==> config.mk <==
export PLATFORM = sky130hd
export DESIGN_NAME = adc_serial_frame
export DESIGN_NICKNAME = d
export VERILOG_FILES = /design/src/verilog/adc_link_pkg.sv /design/src/verilog/adc_serial_frame.sv /design/src/verilog/word_fifo.sv
export VERILOG_INCLUDE_DIRS = /design/src /design/src/verilog
export SDC_FILE = /design/constraint.sdc
export NUM_CORES = 1
export LEC_CHECK = 0
export ABC_CLOCK_PERIOD_IN_PS = 2790
export BUFFER_PORTS_ARGS = -buffer_cell sky130_fd_sc_hd__buf_4
export CORE_MARGIN = 8
export CORE_UTILIZATION = 53
export CTS_CLUSTER_DIAMETER = 50
export DETAILED_ROUTE_END_ITERATION = 12
export PLACE_DENSITY = 0.76
export SYNTH_ARGS = -nofsm -noshare
export SYNTH_HDL_FRONTEND = slang
export SYNTH_SLANG_ARGS = --single-unit
==> constraint.sdc <==
create_clock -name sys_clk -period 2.79 [get_ports sys_clk]
set_clock_uncertainty 0.15 [all_clocks]
set_input_delay 0.1395 -clock sys_clk [delete_from_list [all_inputs] [get_ports sys_clk]]
set_output_delay 0.1395 -clock sys_clk [all_outputs]
set_load 0.005 [all_outputs]
==> src/verilog/adc_link_cfg.svh <==
// Purpose: Constants of the serial frame interface
// Assumes: sys_clk at 125 MHz
// Notes:   Timing counts derive from the ns figures
// Notes on behaviour
// - Reset pin low over 40 ns, at most 100 ns: defaults, no sleep.
// - Reset pin low 400 ns or more: full sleep and register defaults.
// - Reset pin acts at any time, whatever the other pins do.
// - In full sleep all digital inputs but the reset pin are ignored.
// - Select falling starts frame and a conversion of the channel chosen before.
// - Command bits are taken on serial clock falls one to sixteen.
// - Serial output stays low for the first sixteen clock cycles.
// - Sixteenth fall takes the last command bit; later bits are ignored.
// - Sixteenth fall shows result msb; lsb is out by the 32nd fall.
// - Once result bits are out, chain input bits follow until the next conversion.
// - Select rising turns the serial output off until the next frame.
// - Chain operation needs no setting; it follows from wiring only.
// - Finished conversion loads the result into a 16-bit shift register; here it queues in word_fifo and loads at the sixteenth fall.
// - Every fall after the sixteenth shifts chain input in and next bit out.
// - Command received in a frame is applied at the next select falling.
// - Select rising before a full command makes data invalid until one arrives.
`ifndef ADC_LINK_CFG_SVH
`define ADC_LINK_CFG_SVH
`define CLK_NS        8
`define RST_MIN_NS    40
`define RST_MAX_NS    100
`define SLEEP_NS      400
`define RST_MIN_CYC   6'((`RST_MIN_NS + `CLK_NS - 1) / `CLK_NS)
`define RST_MAX_CYC   6'(`RST_MAX_NS / `CLK_NS)
`define SLEEP_CYC     6'((`SLEEP_NS + `CLK_NS - 1) / `CLK_NS)
`define LOW_CNT_MAX   6'h3F
`define CMD_LAST      4'hF
`define WORD_W        16
`define FIFO_D        16
`define INVALID_WORD  16'hFFFF
`define CMD_RESET     16'h0000
`endif

==> src/verilog/adc_link_pkg.sv <==
// Purpose: Types of the serial frame interface
// Assumes: Constants come from adc_link_cfg.svh
// Notes:   Pin struct order matches the synchroniser bits
package adc_link_pkg;

  typedef struct packed {
    logic rsp_n;
    logic daisy;
    logic sdi;
    logic sclk;
    logic cs_n;
  } pin_in_t;

  typedef enum logic [3:0] {
    ST_IDLE  = 4'b0001,
    ST_CMD   = 4'b0010,
    ST_DATA  = 4'b0100,
    ST_SLEEP = 4'b1000
  } frame_st_t;

endpackage

==> src/verilog/adc_serial_frame.sv <==
// Purpose: Device side of the serial frame and daisy chain link
// Assumes: All pins are asynchronous and pass two flip-flops
// Notes:   Results come from the converter through word_fifo
`include "adc_link_cfg.svh"
`timescale 1ns/10ps
module adc_serial_frame (
  input  wire logic                    sys_clk,
  input  wire logic                    rst,
  input  wire adc_link_pkg::pin_in_t   pin_i,
  input  wire logic [`WORD_W-1:0]      res_data,
  input  wire logic                    res_valid,
  output logic                         res_ready,
  output logic                         sdo,
  output logic                         sdo_oe_n,
  output logic                         conv_start,
  output logic [`WORD_W-1:0]           cmd_word,
  output logic                         cmd_apply,
  output logic                         reg_defaults,
  output logic                         full_sleep_mode,
  output logic                         invalid_state
);

  // ----------------------------------------------------------------
  // Pin synchronisers
  // ----------------------------------------------------------------
  logic [4:0]            sync1_ff;
  logic [4:0]            sync2_ff;
  adc_link_pkg::pin_in_t pin_s;

  genvar gi;
  generate
    for (gi = 0; gi < 5; gi++) begin : g_sync
      always_ff @(posedge sys_clk) begin
        if (rst) begin
          sync1_ff[gi] <= 1'b1;
          sync2_ff[gi] <= 1'b1;
        end else begin
          sync1_ff[gi] <= pin_i[gi];
          sync2_ff[gi] <= sync1_ff[gi];
        end
      end
    end
  endgenerate

  assign pin_s = adc_link_pkg::pin_in_t'(sync2_ff);

  // ----------------------------------------------------------------
  // Edge detection
  // ----------------------------------------------------------------
  logic sclk_d_ff;
  logic cs_n_d_ff;
  logic rp_low_d_ff;
  wire  sclk_fall = sclk_d_ff & ~pin_s.sclk;
  wire  cs_fall   = cs_n_d_ff & ~pin_s.cs_n;
  wire  cs_rise   = ~cs_n_d_ff & pin_s.cs_n;
  wire  rp_low    = ~pin_s.rsp_n;
  wire  rp_rel    = rp_low_d_ff & ~rp_low;

  always_ff @(posedge sys_clk) begin
    if (rst) begin
      sclk_d_ff   <= 1'b1;
      cs_n_d_ff   <= 1'b1;
      rp_low_d_ff <= 1'b0;
    end else begin
      sclk_d_ff   <= pin_s.sclk;
      cs_n_d_ff   <= pin_s.cs_n;
      rp_low_d_ff <= rp_low;
    end
  end

  // ----------------------------------------------------------------
  // Reset and sleep pin width decode
  // ----------------------------------------------------------------
  logic [5:0] low_cnt_ff;
  logic       sleep_ff;
  logic       defaults_ff;
  wire        low_sat     = (low_cnt_ff == `LOW_CNT_MAX);
  wire        sleep_enter = rp_low & (low_cnt_ff == `SLEEP_CYC - 6'h01);
  wire        rst_pulse   = rp_rel & (low_cnt_ff > `RST_MIN_CYC);
  wire        nxt_sleep   = sleep_enter | (sleep_ff & ~rp_rel);
  wire        nxt_defaults = rst_pulse | sleep_enter;

  always_ff @(posedge sys_clk) begin
    if (rst) begin
      low_cnt_ff  <= 6'h00;
      sleep_ff    <= 1'b0;
      defaults_ff <= 1'b0;
    end else begin
      low_cnt_ff  <= rp_low ? (low_cnt_ff + {5'h00, ~low_sat}) : 6'h00;
      sleep_ff    <= nxt_sleep;
      defaults_ff <= nxt_defaults;
    end
  end

  // ----------------------------------------------------------------
  // Result buffer
  // ----------------------------------------------------------------
  logic [`WORD_W-1:0] fifo_data;
  logic               fifo_valid;
  logic               fifo_pop;

  word_fifo #(
    .W (`WORD_W),
    .D (`FIFO_D)
  ) u_word_fifo (
    .sys_clk   (sys_clk),
    .rst       (rst),
    .in_data   (res_data),
    .in_valid  (res_valid),
    .in_ready  (res_ready),
    .out_data  (fifo_data),
    .out_valid (fifo_valid),
    .out_ready (fifo_pop)
  );

  // ----------------------------------------------------------------
  // Frame state machine
  // ----------------------------------------------------------------
  adc_link_pkg::frame_st_t st_ff;
  adc_link_pkg::frame_st_t nxt_st;
  logic [3:0]              cnt_ff;
  wire                     in_cmd   = (st_ff == adc_link_pkg::ST_CMD);
  wire                     in_data  = (st_ff == adc_link_pkg::ST_DATA);
  wire                     in_idle  = (st_ff == adc_link_pkg::ST_IDLE);
  wire                     fall_cmd = in_cmd & sclk_fall;
  wire                     fall_16  = fall_cmd & (cnt_ff == `CMD_LAST);
  wire                     fall_dat = in_data & sclk_fall;
  wire                     start    = in_idle & cs_fall & ~sleep_ff;
  wire                     abort    = in_cmd & cs_rise;

  assign fifo_pop = fall_16;

  always_comb begin
    nxt_st = st_ff;
    unique case (st_ff)
      adc_link_pkg::ST_IDLE: begin
        if (start) begin
          nxt_st = adc_link_pkg::ST_CMD;
        end
      end
      adc_link_pkg::ST_CMD: begin
        if (cs_rise) begin
          nxt_st = adc_link_pkg::ST_IDLE;
        end else if (fall_16) begin
          nxt_st = adc_link_pkg::ST_DATA;
        end
      end
      adc_link_pkg::ST_DATA: begin
        if (cs_rise) begin
          nxt_st = adc_link_pkg::ST_IDLE;
        end
      end
      adc_link_pkg::ST_SLEEP: begin
        if (~sleep_ff) begin
          nxt_st = adc_link_pkg::ST_IDLE;
        end
      end
      default: nxt_st = adc_link_pkg::ST_IDLE;
    endcase
    if (sleep_ff) begin
      nxt_st = adc_link_pkg::ST_SLEEP;
    end
  end

  always_ff @(posedge sys_clk) begin
    if (rst) begin
      st_ff  <= adc_link_pkg::ST_IDLE;
      cnt_ff <= 4'h0;
    end else begin
      st_ff  <= nxt_st;
      cnt_ff <= start ? 4'h0 : (cnt_ff + {3'h0, fall_cmd & ~fall_16});
    end
  end

  // ----------------------------------------------------------------
  // Command capture and apply
  // ----------------------------------------------------------------
  logic [`WORD_W-1:0] cmd_sh_ff;
  logic [`WORD_W-1:0] cmd_pend_ff;
  logic               pend_vld_ff;
  logic [`WORD_W-1:0] cmd_word_ff;
  logic               cmd_apply_ff;
  logic               conv_start_ff;
  logic               invalid_ff;
  wire  [`WORD_W-1:0] cmd_full = {cmd_sh_ff[`WORD_W-2:0], pin_s.sdi};

  always_ff @(posedge sys_clk) begin
    if (rst) begin
      cmd_sh_ff     <= `CMD_RESET;
      cmd_pend_ff   <= `CMD_RESET;
      pend_vld_ff   <= 1'b0;
      cmd_word_ff   <= `CMD_RESET;
      cmd_apply_ff  <= 1'b0;
      conv_start_ff <= 1'b0;
      invalid_ff    <= 1'b0;
    end else begin
      if (fall_cmd) begin
        cmd_sh_ff <= cmd_full;
      end
      if (fall_16) begin
        cmd_pend_ff <= cmd_full;
        pend_vld_ff <= 1'b1;
      end else if (defaults_ff | start) begin
        pend_vld_ff <= 1'b0;
      end
      if (start & pend_vld_ff) begin
        cmd_word_ff <= cmd_pend_ff;
      end
      cmd_apply_ff  <= start & pend_vld_ff;
      conv_start_ff <= start;
      if (abort) begin
        invalid_ff <= 1'b1;
      end else if (fall_16) begin
        invalid_ff <= 1'b0;
      end
    end
  end

  // ----------------------------------------------------------------
  // Output shift register and chain
  // ----------------------------------------------------------------
  logic [`WORD_W-1:0] sh_ff;
  logic               sdo_oe_n_ff;
  wire                res_ok  = fifo_valid & ~invalid_ff;
  wire  [`WORD_W-1:0] ld_word = res_ok ? fifo_data : `INVALID_WORD;
  wire                drive   = (nxt_st == adc_link_pkg::ST_CMD) |
                                (nxt_st == adc_link_pkg::ST_DATA);

  always_ff @(posedge sys_clk) begin
    if (rst) begin
      sh_ff       <= `CMD_RESET;
      sdo_oe_n_ff <= 1'b1;
    end else begin
      sdo_oe_n_ff <= ~drive;
      if (start) begin
        sh_ff <= `CMD_RESET;
      end else if (fall_16) begin
        sh_ff <= ld_word;
      end else if (fall_dat) begin
        sh_ff <= {sh_ff[`WORD_W-2:0], pin_s.daisy};
      end
    end
  end

  // ----------------------------------------------------------------
  // Output assignments
  // ----------------------------------------------------------------
  assign sdo             = sh_ff[`WORD_W-1];
  assign sdo_oe_n        = sdo_oe_n_ff;
  assign conv_start      = conv_start_ff;
  assign cmd_word        = cmd_word_ff;
  assign cmd_apply       = cmd_apply_ff;
  assign reg_defaults    = defaults_ff;
  assign full_sleep_mode = sleep_ff;
  assign invalid_state   = invalid_ff;

  // ----------------------------------------------------------------
  // Checks
  // ----------------------------------------------------------------
  chk_sdo_low_cmd: assert property (
    @(posedge sys_clk) disable iff (rst)
    (in_cmd & ~sdo_oe_n_ff) |-> (sdo == 1'b0)
  ) else $error("serial output not low in command field");

  chk_sdo_off_idle: assert property (
    @(posedge sys_clk) disable iff (rst)
    (~in_idle & cs_rise) |=> sdo_oe_n_ff ##1 (sdo_oe_n_ff | conv_start_ff)
  ) else $error("serial output still driven after select rose");

  chk_cmd_bit_take: assert property (
    @(posedge sys_clk) disable iff (rst)
    (fall_cmd & ~fall_16) |=> (cmd_sh_ff[0] == $past(pin_s.sdi))
  ) else $error("command bit not taken on clock fall");

  chk_cmd_last_bit: assert property (
    @(posedge sys_clk) disable iff (rst | defaults_ff)
    fall_16 |=> (cmd_pend_ff == $past(cmd_full)) && pend_vld_ff && in_data
  ) else $error("sixteenth fall did not complete the command");

  chk_apply_at_start: assert property (
    @(posedge sys_clk) disable iff (rst)
    $rose(cmd_apply_ff) |-> conv_start_ff && (cmd_word_ff == $past(cmd_pend_ff))
  ) else $error("command applied away from a frame start");

  chk_conv_on_fall: assert property (
    @(posedge sys_clk) disable iff (rst)
    start |=> conv_start_ff ##1 !conv_start_ff
  ) else $error("conversion start not a single pulse at select fall");

  chk_msb_present: assert property (
    @(posedge sys_clk) disable iff (rst)
    fall_16 |=> (sdo == $past(ld_word[`WORD_W-1])) && !sdo_oe_n_ff
  ) else $error("result msb not shown on sixteenth fall");

  chk_chain_shift: assert property (
    @(posedge sys_clk) disable iff (rst)
    fall_dat |=> (sh_ff == {$past(sh_ff[`WORD_W-2:0]), $past(pin_s.daisy)})
  ) else $error("chain bit not shifted through");

  chk_sleep_entry: assert property (
    @(posedge sys_clk) disable iff (rst)
    sleep_enter |=> full_sleep_mode && reg_defaults ##1 (st_ff == adc_link_pkg::ST_SLEEP)
  ) else $error("long low pulse did not enter full sleep");

  chk_short_reset: assert property (
    @(posedge sys_clk) disable iff (rst)
    (rp_rel & (low_cnt_ff > `RST_MIN_CYC) & (low_cnt_ff <= `RST_MAX_CYC))
      |=> reg_defaults && !full_sleep_mode
  ) else $error("short low pulse did not restore defaults");

  chk_abort_invalid: assert property (
    @(posedge sys_clk) disable iff (rst)
    abort |=> invalid_ff && in_idle
  ) else $error("early select rise did not mark data invalid");

  chk_sleep_ignore: assert property (
    @(posedge sys_clk) disable iff (rst)
    (sleep_ff & $past(sleep_ff)) |-> !conv_start_ff && sdo_oe_n_ff
  ) else $error("frame activity while in full sleep");

  chk_result_load: assert property (
    @(posedge sys_clk) disable iff (rst)
    (fall_16 & fifo_valid & ~invalid_ff) |=> (sh_ff == $past(fifo_data))
  ) else $error("result word not loaded into shift register");

  chk_invalid_word: assert property (
    @(posedge sys_clk) disable iff (rst)
    (fall_16 & (invalid_ff | ~fifo_valid)) |=> (sh_ff == `INVALID_WORD)
  ) else $error("invalid frame did not load the invalid word");

  chk_oe_in_frame: assert property (
    @(posedge sys_clk) disable iff (rst)
    (in_cmd | in_data) |-> !sdo_oe_n_ff
  ) else $error("serial output released inside a frame");

  chk_sleep_hold: assert property (
    @(posedge sys_clk) disable iff (rst)
    (sleep_ff & rp_low) |=> sleep_ff
  ) else $error("full sleep left while reset pin still low");

  chk_cmd_word_hold: assert property (
    @(posedge sys_clk) disable iff (rst)
    !cmd_apply_ff |-> $stable(cmd_word_ff)
  ) else $error("applied command changed away from a frame start");

endmodule

==> src/verilog/word_fifo.sv <==
// Purpose: Result buffer between converter and shift register
// Assumes: Single clock, synchronous reset
// Notes:   Flags are registered
`timescale 1ns/10ps
module word_fifo #(
  parameter int W = 16,
  parameter int D = 16
) (
  input  wire logic         sys_clk,
  input  wire logic         rst,
  input  wire logic [W-1:0] in_data,
  input  wire logic         in_valid,
  output logic              in_ready,
  output logic [W-1:0]      out_data,
  output logic              out_valid,
  input  wire logic         out_ready
);
  localparam int AW = $clog2(D);

  logic [W-1:0]  mem [D];
  logic [AW-1:0] wr_ptr_ff;
  logic [AW-1:0] rd_ptr_ff;
  logic [AW:0]   count_ff;
  logic          room_ff;
  logic          empty_ff;
  logic [AW:0]   nxt_count;
  wire           push = in_valid & room_ff;
  wire           pop  = out_ready & ~empty_ff;

  assign nxt_count = count_ff + (AW+1)'(push) - (AW+1)'(pop);
  assign in_ready  = room_ff;
  assign out_valid = ~empty_ff;
  assign out_data  = mem[rd_ptr_ff];

  always_ff @(posedge sys_clk) begin
    if (push) begin
      mem[wr_ptr_ff] <= in_data;
    end
  end

  always_ff @(posedge sys_clk) begin
    if (rst) begin
      wr_ptr_ff <= '0;
      rd_ptr_ff <= '0;
      count_ff  <= '0;
      room_ff   <= 1'b1;
      empty_ff  <= 1'b1;
    end else begin
      wr_ptr_ff <= wr_ptr_ff + AW'(push);
      rd_ptr_ff <= rd_ptr_ff + AW'(pop);
      count_ff  <= nxt_count;
      room_ff   <= (nxt_count != (AW+1)'(D));
      empty_ff  <= (nxt_count == '0);
    end
  end
endmodule

* Word level (Yosys, flattened, before mapping)
Memories as Yosys holds them, arrays and structs flattened. A register that Yosys moved wholly into a read port is not among the register bits.
Index checks and enable logic that the tools add are counted.
** Cells by class
- Multiplexer cells :: 16
- Add/sub/neg operators :: 6
- $lt $le $gt $ge :: 1
- Eq/ne operators :: 9
- Reductions and logical operators :: 6
- Bitwise gates (word level) :: 33
** Operators by type and width (number)
- $mux 16 :: 3
- $mux 4 :: 6
- $and 1x1->1 :: 18
- $add 4x1->4 :: 3
- $eq 6x6->1 const B :: 2
- $pmux 4 s3 :: 1
- $not 1->1 :: 11
- $eq 4x2->1 const B :: 2
- $eq 4x3->1 const B :: 2
- $add 6x1->6 :: 1
- $gt 6x3->1 const B :: 1
- $mux 1 :: 6
- $reduce_bool 2->1 :: 3
- $add 5x1->5 :: 1
- $logic_not 5->1 :: 1
- $ne 5x5->1 const B :: 1
- $sub 5x1->5 :: 1
- $eq 4x1->1 const B :: 1
- $eq 4x4->1 const B :: 1
- $or 1x1->1 :: 4
- $reduce_or 2->1 :: 2
** Word-level totals
- RAM bits :: 256
- Flip-flop bits (word level) :: 112
- Word-level logic and storage cells :: 104
- Memories kept :: 1
- Output and inout port bits :: 24
- Bits of input ports :: 24
** Memory list
- u_word_fifo.mem :: words 16, bits a word 16, rd ports 1, clocked after Yosys merged registers in 1, write ports 1, line word_fifo.sv:20 : logic [W-1:0] mem [D];

* Depth between registers and ports, before layout
Gate-level depths: netlist of run 1.
- Depth after elaboration :: 11
- Depth in mapped cells :: 14

* Cells and area by module
A second synthesis of run 1 with hierarchy kept.
** Second synthesis, totals
- Cells, all modules :: 866
- Area total of the unflattened synthesis :: 14067.2 um^2
** Modules (own cells, without submodules)
- word_fifo :: cells each 486, times used 1, area an instance 10385.0 um^2
- adc_serial_frame :: cells each 380, times used 1, area an instance 3682.3 um^2

* Least setup slack after synthesis of run 1
Ideal clock, no wire load.
- Path kind :: flip-flop to flip-flop
- Start point :: reg st_ff[1]
- End point :: reg u_word_fifo.empty_ff
- Stages on the path, launching flop included :: 14
- Data required time :: 2524 ps
- Arrival :: 2722 ps
- Path slack :: -198 ps
- Cell sequence :: dfxtp_1 -> nor4b_4 -> nand3_1 -> clkbuf_1 -> nor2_1 -> ha_1 -> inv_1 -> ha_1 -> inv_1 -> fa_1 -> nor2b_1 -> o21a_1 -> o21ai_0 -> a41o_1
** Between the ends
- Longest elaborated chain between the ends :: 6
** Ends and longest elaborated chain
- start, declared :: line adc_serial_frame.sv:119 : adc_link_pkg::frame_st_t st_ff;
- start signal, assigned :: line adc_serial_frame.sv:167 : st_ff <= adc_link_pkg::ST_IDLE;
- start signal, assigned :: line adc_serial_frame.sv:170 : st_ff <= nxt_st;
- $eq 4x2->1 :: line adc_serial_frame.sv:122 : wire in_cmd = (st_ff == adc_link_pkg::ST_CMD);
- $and 1x1->1 :: line adc_serial_frame.sv:125 : wire fall_cmd = in_cmd & sclk_fall;
- $and 1x1->1 :: line adc_serial_frame.sv:126 : wire fall_16 = fall_cmd & (cnt_ff == `CMD_LAST);
- $and 1x1->1 :: line word_fifo.sv:28 : wire pop = out_ready & ~empty_ff;
- $sub 5x1->5 :: line word_fifo.sv:30 : assign nxt_count = count_ff + (AW+1)'(push) - (AW+1)'(pop);
- $logic_not 5->1 :: line word_fifo.sv:53 : empty_ff <= (nxt_count == '0);
- end signal, assigned :: line word_fifo.sv:53
- end, declared :: line word_fifo.sv:25 : logic empty_ff;
Every way passes these cells.
A chain may end at the register's enable or synchronous reset.

* Worst setup path in the final report of run 1
- Start point :: reg st_ff[0]
- End point :: reg u_word_fifo.empty_ff
Same word-level chain as after synthesis.

==> results of run 1 <==
-- worst max-delay path by stage --
stage / startpoint / to
floorplan: st_ff[2] / u_word_fifo.empty_ff
finish: st_ff[0] / u_word_fifo.empty_ff
detailed placement: st_ff[2] / u_word_fifo.empty_ff
CTS: st_ff[2] / u_word_fifo.in_ready
global route: st_ff[3] / u_word_fifo.empty_ff
global placement: st_ff[2] / u_word_fifo.empty_ff
-- synthesized netlist by cell type (10+ instances only) --
cell       count  area share
o21ai_0       21      0.0074
mux2i_1       46       0.032
nor2b_1       11      0.0048
ha_1          13       0.011
nor2_1        45       0.012
dfxtp_1      112        0.16
a2bb2oi_1     15      0.0092
a21oi_1       69       0.024
xor2_1        10      0.0061
mux4_1        37       0.068
mux4_2        12       0.019
nand2_1       71       0.019
mux2_2        16       0.013
edfxtp_1     256        0.54
nor3_1        27      0.0095
a221oi_1      14      0.0086
clkbuf_1      37      0.0098
or2_2         12      0.0053
and2_1        10      0.0044
-- worst register-to-register path: cells and delay by family (launching register included) --
family	cells	cell delay [ps]
compound gates	3	460
fa+ha+maj	3	770
buf+inv	2	120
flops	1	330
simple gates	4	770
-- cell usage in the layout (no fill, tap or decap), types with 4 or more instances in the layout --
master and instances:
dlygate4sd3_1 22, and2_1 10, inv_1 9, nor2_1 40, dfxtp_1 107, nand2_1 71
clkbuf_16 41, edfxtp_1 256, buf_4 96, mux4_2 12, xor2_1 10, nand3_1 8
buf_12 5, a221oi_1 14, clkbuf_1 8, mux2_2 16, o21ai_0 19, a2bb2oi_1 15
clkbuf_8 8, bufinv_16 4, xnor2_1 5, mux4_1 37, mux2i_1 46, a21oi_1 69
nor2b_1 10, ha_1 11, or2_2 12, dfxtp_4 4, nor3_1 23, nor2_2 4
nor3_2 4
-- area by class of cell --
cell class	instances	area, um^2	area share
clock inverters	17	235.2	0.01388
diodes	1	2.502	0.0001477
clock buffers	57	1166	0.06881
multi-input cells	477	4096	0.2417
repair buffers	123	1041	0.06142
flip-flops and latches	368	9946	0.5869
well taps	341	426.7	0.02518
inverters	9	33.78	0.001993
-- repair_timing --
item                       4_1_cts  5_1_grt
resized for setup                0       11
hold endpoints to repair       289        0
buffers inserted                 0        5
setup endpoints to repair        0        3
hold buffers                    22        0
-- routing by layer --
layer / vias up / global-route usage / share of wire
met2: 228 / 0.2995 / 0.49
met1: 4034 / 0.2235 / 0.42
li1: 3719 / - / -
met3: 74 / 0.03891 / 0.056
met5: - / 0 / 0.00044
met4: 2 / 0.07536 / 0.036
-- power by group through the flow --
stage | sequential, uW | clock, uW | combinational, uW
6_report | 6070 | 5470 | 729
4_1_cts | 6070 | 5560 | 694
2_1_floorplan | 6160 | 0 | 412
5_1_grt | 6080 | 5760 | 795
3_5_place_dp | 6190 | 0 | 658
3_3_place_gp | 6180 | 0 | 633
-- metrics by stage --
step / util / std cells / setup WS, ps
after floorplan: - / 908 / -17.02
after global placement: 0.5721 / 1291 / 170.5
after detailed placement: 0.5721 / 1291 / 122.0
after CTS: 0.6330 / 1387 / 16.72
after global routing: 0.6359 / 1393 / -36.81
final: 0.6359 / 1393 / 104.3
-- cell families (layout without fill, tap and decap cells) --
group	count (synthesis)	in the layout
XOR/XNOR	15	15
buffers and inverters	63	206
multiplexers	111	111
other	0	1
flip-flops	368	368
adder cells (fa/ha/maj)	14	14
AND/OR/NAND/NOR	206	206
AO/OA/AOI/OAI	131	131
-- flip-flops by register name, indices dropped and copies added (netlist names), 5 cells and up --
name                  flops
cmd_word                 16
low_cnt_ff                6
u_word_fifo.mem         256
cmd_pend_ff              16
u_word_fifo.count_ff      5
cmd_sh_ff                15
sync1_ff                  5
sh_ff                    16
==> results.json, run 1 <==
{
  "drive_gt1_frac": 0.2217,
  "drv_cap": 0,
  "fp.dieW_um": 179.9,
  "grt_usage": 0.1791,
  "clk_pin_slew_ps": 60,
  "hold_start": "res_valid",
  "synth-simple-area-share": 0.07160,
  "path_max_fanout": 2,
  "cp-start-kind": "flop",
  "insertion_delay_ps": 530,
  "ys_async_sr_fraction": 0,
  "viasPerCell": 5.784,
  "nFillCells": 1845,
  "cp-end-kind": "flop",
  "syn_inst": 908,
  "yosysWarnings": 0,
  "root_buffer": "clkbuf_16",
  "start_util": 0.5344,
  "report.final.setup_viol": 0,
  "reg2reg_slack_ps": 100,
  "synth_nets": 946,
  "timing.final.crit_period_ps": 2686,
  "fin_total_pwr_uw": 12270,
  "setup_tns_ps": 0,
  "power_density_nw_per_um2": 724.1,
  "io_buffers": 47,
  "slowest_stage": "fa_2",
  "clock-sinks": 368,
  "synth.avg_cell_area_um2": 15.68,
  "crit_required_ps": 3060,
  "ys.flop_type": "edfxtp_1",
  "htreeDepth": 2,
  "clock.fmax_mhz": 372.3,
  "grt_max_degree": 53,
  "hpwl_mm": 17.16,
  "syn_area_um2": 14240,
  "muxShareOfSynthArea": 0.1322,
  "switchingPower_uw": 2639,
  "cts_tree": "yes",
  "synth_seq_cells": 368,
  "p_clk_frac": 0.446,
  "cp_cell_sequence": "nor4b_4 -> nand3_2 -> nor2_4 -> ha_4 -> inv_1 -> ha_2 -> inv_1 -> fa_2 -> nor2b_4 -> o21a_1 -> o21ai_2 -> a41o_1",
  "swShare": 0.2150,
  "core_area_um2": 26650,
  "drtIter0Drc": 531,
  "worstMarginPinSlew_ps": 745.3,
  "hp-class": "in -> reg",
  "seq_area_frac_synth": 0.6972,
  "crit_arrival_ps": 2950,
  "r2r-start": "st_ff[0]",
  "io-pin-count": 48,
  "areaGrowthSynthToFinish_pct": 19.00,
  "vdd_drop_max_uv": 552.3,
  "period_share": 0.9626,
  "p_int_uw": 9633,
  "whs_ps": 168.1,
  "fin_area_um2": 16950,
  "drv_slew": 0,
  "hold_viol": 0,
  "timing.rr.end": "u_word_fifo.empty_ff",
  "wire_per_inst_um": 21.13,
  "synth_xor_area_frac": 0.009225,
  "slowest_delay_ps": 390,
  "drt_first_pass_iters": 5,
  "num_rows": 60,
  "hold-path-cell-count": 4,
  "slew_headroom": 0.5029,
  "yosysUniqueCellTypes": 52,
  "grt_pass1_vias": 8168,
  "synth_top_family_by_area": "multiplexers",
  "comb_power_share": 0.059,
  "die-area_um2": 32370,
  "synth_compound_gate_area_share": 0.05658,
  "die_height_um": 179.9,
  "drc": 0,
  "reg2reg_depth": 12,
  "min_to": "u_word_fifo.wr_ptr_ff[0]",
  "fin_nets": 1057,
  "power.leakage_uw": 0.005866,
  "cpMostUsedCell": "inv_1",
  "crit_type": "reg -> reg",
  "cts-buffers-inserted": 40,
  "crit_family": "adder cells",
  "gp_congestion": 0.8234,
  "place_area_um2": 15250,
  "ant_nets": 0,
  "synth_edf_count": 256,
  "synth_fa_ha_area_frac": 0.01283,
  "grt_pass1_wl_mm": 45.61,
  "status": "finished, final reports clean",
  "ctsLongestPathBuffers": 3,
  "path_buf_inv": 2,
  "p_seq_frac": 0.495,
  "grt.overflow.total": 0,
  "antenna_found_initial": 2,
  "cp.depth": 12,
  "route.vias.total": 8057,
  "routed_wl_mm": 29.44
}
(Power assumes the default switching activity.)
==> run 2: changes to the inputs <==
- ABC_AREA: unset -> 1
- CTS_CLUSTER_SIZE: unset -> 25
==> run 2 against run 1 <==
Against the previous run: utilization fell by 2.3 points; first-iteration DRC count rose by 63%; clock-buffer cell count fell by 26; largest cell class unchanged; synthesized cell count rose by 70%; area after synthesis rose by 7.6%; via count rose by 32%.
==> results.json, run 2 <==
{
  "status": "finished, final reports clean",
  "synth.avg_cell_area_um2": 9.915,
  "cp-start-kind": "flop",
  "drtIter0Drc": 863,
  "route.vias.total": 10666,
  "grt_max_degree": 125,
  "reg2reg_depth": 15,
  "synth_fa_ha_area_frac": 0.01193,
  "drive_gt1_frac": 0.1297,
  "fin_nets": 1648,
  "fp.dieW_um": 186.0,
  "place_ws_ps": 127.7,
  "ctsLongestPathBuffers": 3,
  "crit_required_ps": 3090,
  "die_height_um": 186.0,
  "hpwl_mm": 19.47,
  "grt.overflow.total": 0,
  "grt_usage": 0.2012,
  "netlist_top_cells_area": "edfxtp_1 50%, dfxtp_1 15%, nand2_1 11%",
  "drv_slew": 0,
  "slowest_stage": "fa_1",
  "timing.rr.end": "u_word_fifo.in_ready",
  "synth_xor_area_frac": 0.004574,
  "reg2reg_slack_ps": 210,
  "gp_congestion": 0.8032,
  "power.leakage_uw": 0.007010,
  "hp-class": "in -> reg",
  "cp-end-kind": "flop",
  "power_density_nw_per_um2": 658.5,
  "largest_reg_flops": 256,
  "yosysUniqueCellTypes": 42,
  "yosysTopAreaCell": "edfxtp_1",
  "grt_pass1_wl_mm": 54.30,
  "path_buf_inv": 4,
  "startpoint": "st_ff[0]",
  "cts-buffers-inserted": 31,
  "grt_pass1_vias": 10297,
  "cp_cell_sequence": "inv_1 -> nand2_2 -> nor2_8 -> nand4_4 -> inv_1 -> ha_1 -> inv_1 -> ha_1 -> inv_1 -> fa_1 -> nor2_1 -> a211oi_1 -> xor2_1 -> nor2_1 -> nand2_1",
  "yosysWarnings": 0,
  "clk_pin_slew_ps": 70,
  "regMostFlops": "u_word_fifo.mem",
  "vdd_drop_max_uv": 634.9,
  "io-pin-count": 48,
  "hold-path-cell-count": 3,
  "wire_per_inst_um": 17.23,
  "core_area_um2": 28550,
  "synthTopCellsByCount": "460 x nand2_1, 256 x edfxtp_1, 202 x nand3_1, 199 x inv_1, 112 x dfxtp_1",
  "rsz0062_at_grt": "false",
  "drv_cap": 0,
  "synth_edf_count": 256,
  "cpMostUsedCell": "inv_1",
  "synth_top_cell_area_share": 0.5018,
  "die-area_um2": 34600,
  "synth-simple-area-share": 0.2190,
  "viasPerCell": 5.283,
  "whs_ps": 158.2,
  "insertion_delay_ps": 580,
  "crit_family": "adder cells",
  "cp.depth": 15,
  "root_buffer": "clkbuf_16",
  "routed_wl_mm": 34.79,
  "period_share": 0.9263,
  "antenna_found_initial": 1,
  "syn_inst": 1545,
  "io_buffers": 47,
  "yosysMostFrequentCell": "nand2_1",
  "syn_area_um2": 15320,
  "muxShareOfSynthArea": 0,
  "seq_area_frac_synth": 0.6482,
  "areaGrowthSynthToFinish_pct": 14.22,
  "synth_top_family_by_area": "simple AND/OR/NAND/NOR gates",
  "report.final.setup_viol": 0,
  "crit_arrival_ps": 2890,
  "setup.worst_path.end": "u_word_fifo.in_ready",
  "drt_first_pass_iters": 5,
  "num_rows": 62,
  "ant_nets": 0,
  "drc": 0,
  "synth_nets": 1583,
  "synth_seq_cells": 368,
  "hold_viol": 0,
  "worst_slack_ps": 205.6,
  "timing.final.crit_period_ps": 2584,
  "r2r-start": "st_ff[0]",
  "slowest_delay_ps": 430,
  "path_max_fanout": 2,
  "final_cell_mix": "460 x nand2_1, 256 x edfxtp_1, 202 x nand3_1",
  "layout_commonest_cell": "nand2_1",
  "ys_async_sr_fraction": 0,
  "ys.flop_type": "edfxtp_1",
  "crit_type": "reg -> reg",
  "synth_compound_gate_area_share": 0.03970,
  "setup_tns_ps": 0,
  "slew_headroom": 0.4067,
  "start_util": 0.5366,
  "clock.fmax_mhz": 386.9,
  "worstMarginPinSlew_ps": 890.0,
  "clock-sinks": 368,
  "htreeDepth": 1,
  "cts_tree": "yes"
}
[run 2: cell types whose count changed after synthesis, moves of 15 or more]
cell       change
clkbuf_1      -17
inv_1        +190
mux4_1        -37
a2bb2oi_1     -15
nand3_1      +193
mux2_2        -16
mux2i_1       -46
a21oi_1       -16
buf_2         +31
nand2_1      +389
nor3_1        -25
[run 2: worst reg2reg max path: stages, from the launching register on]
cell,delay [ps]
dfxtp_1,340
inv_1,100
nand2_2,90
nor2_8,130
nand4_4,110
inv_1,120
ha_1,230
inv_1,60
ha_1,150
inv_1,60
fa_1,430
nor2_1,130
a211oi_1,60
xor2_1,150
nor2_1,130
nand2_1,60
[run 2: where the power goes]
| group | internal, uW | total, uW | switching, uW |
|---|---|---|---|
| registers | 6030 | 6090 | 62.1 |
| clock network | 2390 | 4630 | 2240 |
| logic | 269 | 795 | 526 |
[run 2: kinds of logic (layout without fill, tap and decap cells)]
group / count (synthesis) / count (layout)
fa+ha+maj: 14 / 14
buf+inv: 281 / 370
other cells: 0 / 1
simple gates: 763 / 763
flops: 368 / 368
xor+xnor: 8 / 8
compound gates: 111 / 111
[run 2: layer usage]
layer,routed length (um),up-vias,part of all wire,GRT usage
li1,-,5164,-,-
met1,14040,5005,0.40,0.2474
met2,17380,411,0.50,0.3534
met3,2360,86,0.068,0.03065
met4,1012,0,0.029,0.07526
met5,0,-,0,0
[run 2: worst min-delay path by stage]
stage                startpoint                    end  slack (ps)
floorplan           res_data[0]  u_word_fifo.mem[0][0]          90
global placement       pin_i[0]            sync1_ff[0]         180
detailed placement     pin_i[0]            sync1_ff[0]         180
CTS                    pin_i[0]            sync1_ff[0]         130
global route           pin_i[1]            sync1_ff[1]         160
finish                 pin_i[1]            sync1_ff[1]         160
[run 2: repair_timing]
action / 4_1_cts / 5_1_grt
hold buffers: 23 / 0
setup endpoints to repair: 0 / 3
setup buffers: 0 / 1
gates resized for setup: 0 / 1
endpoints found under the hold margin: 300 / 0
[run 2: metrics by stage]
stage / power [uW] / utilization / area, um^2 / std cells
2_1_floorplan: 6697 / - / 15320 / 1545
6_report: 11520 / 0.6129 / 17500 / 2019
4_1_cts: 11580 / 0.6125 / 17480 / 2017
3_3_place_gp: 6948 / 0.5653 / 16140 / 1937
5_1_grt: 11910 / 0.6129 / 17500 / 2019
3_5_place_dp: 6981 / 0.5653 / 16140 / 1937
[run 2: area by class of cell]
type,instances,area [um^2]
diodes,1,2.502
clock buffers,31,775.7
clock inverters,26,340.3
fillers,2289,11050
inverters,206,782.0
multi-input cells,896,4258
flip-flops and latches,368,9935
well taps,384,480.5
repair buffers,107,923.4
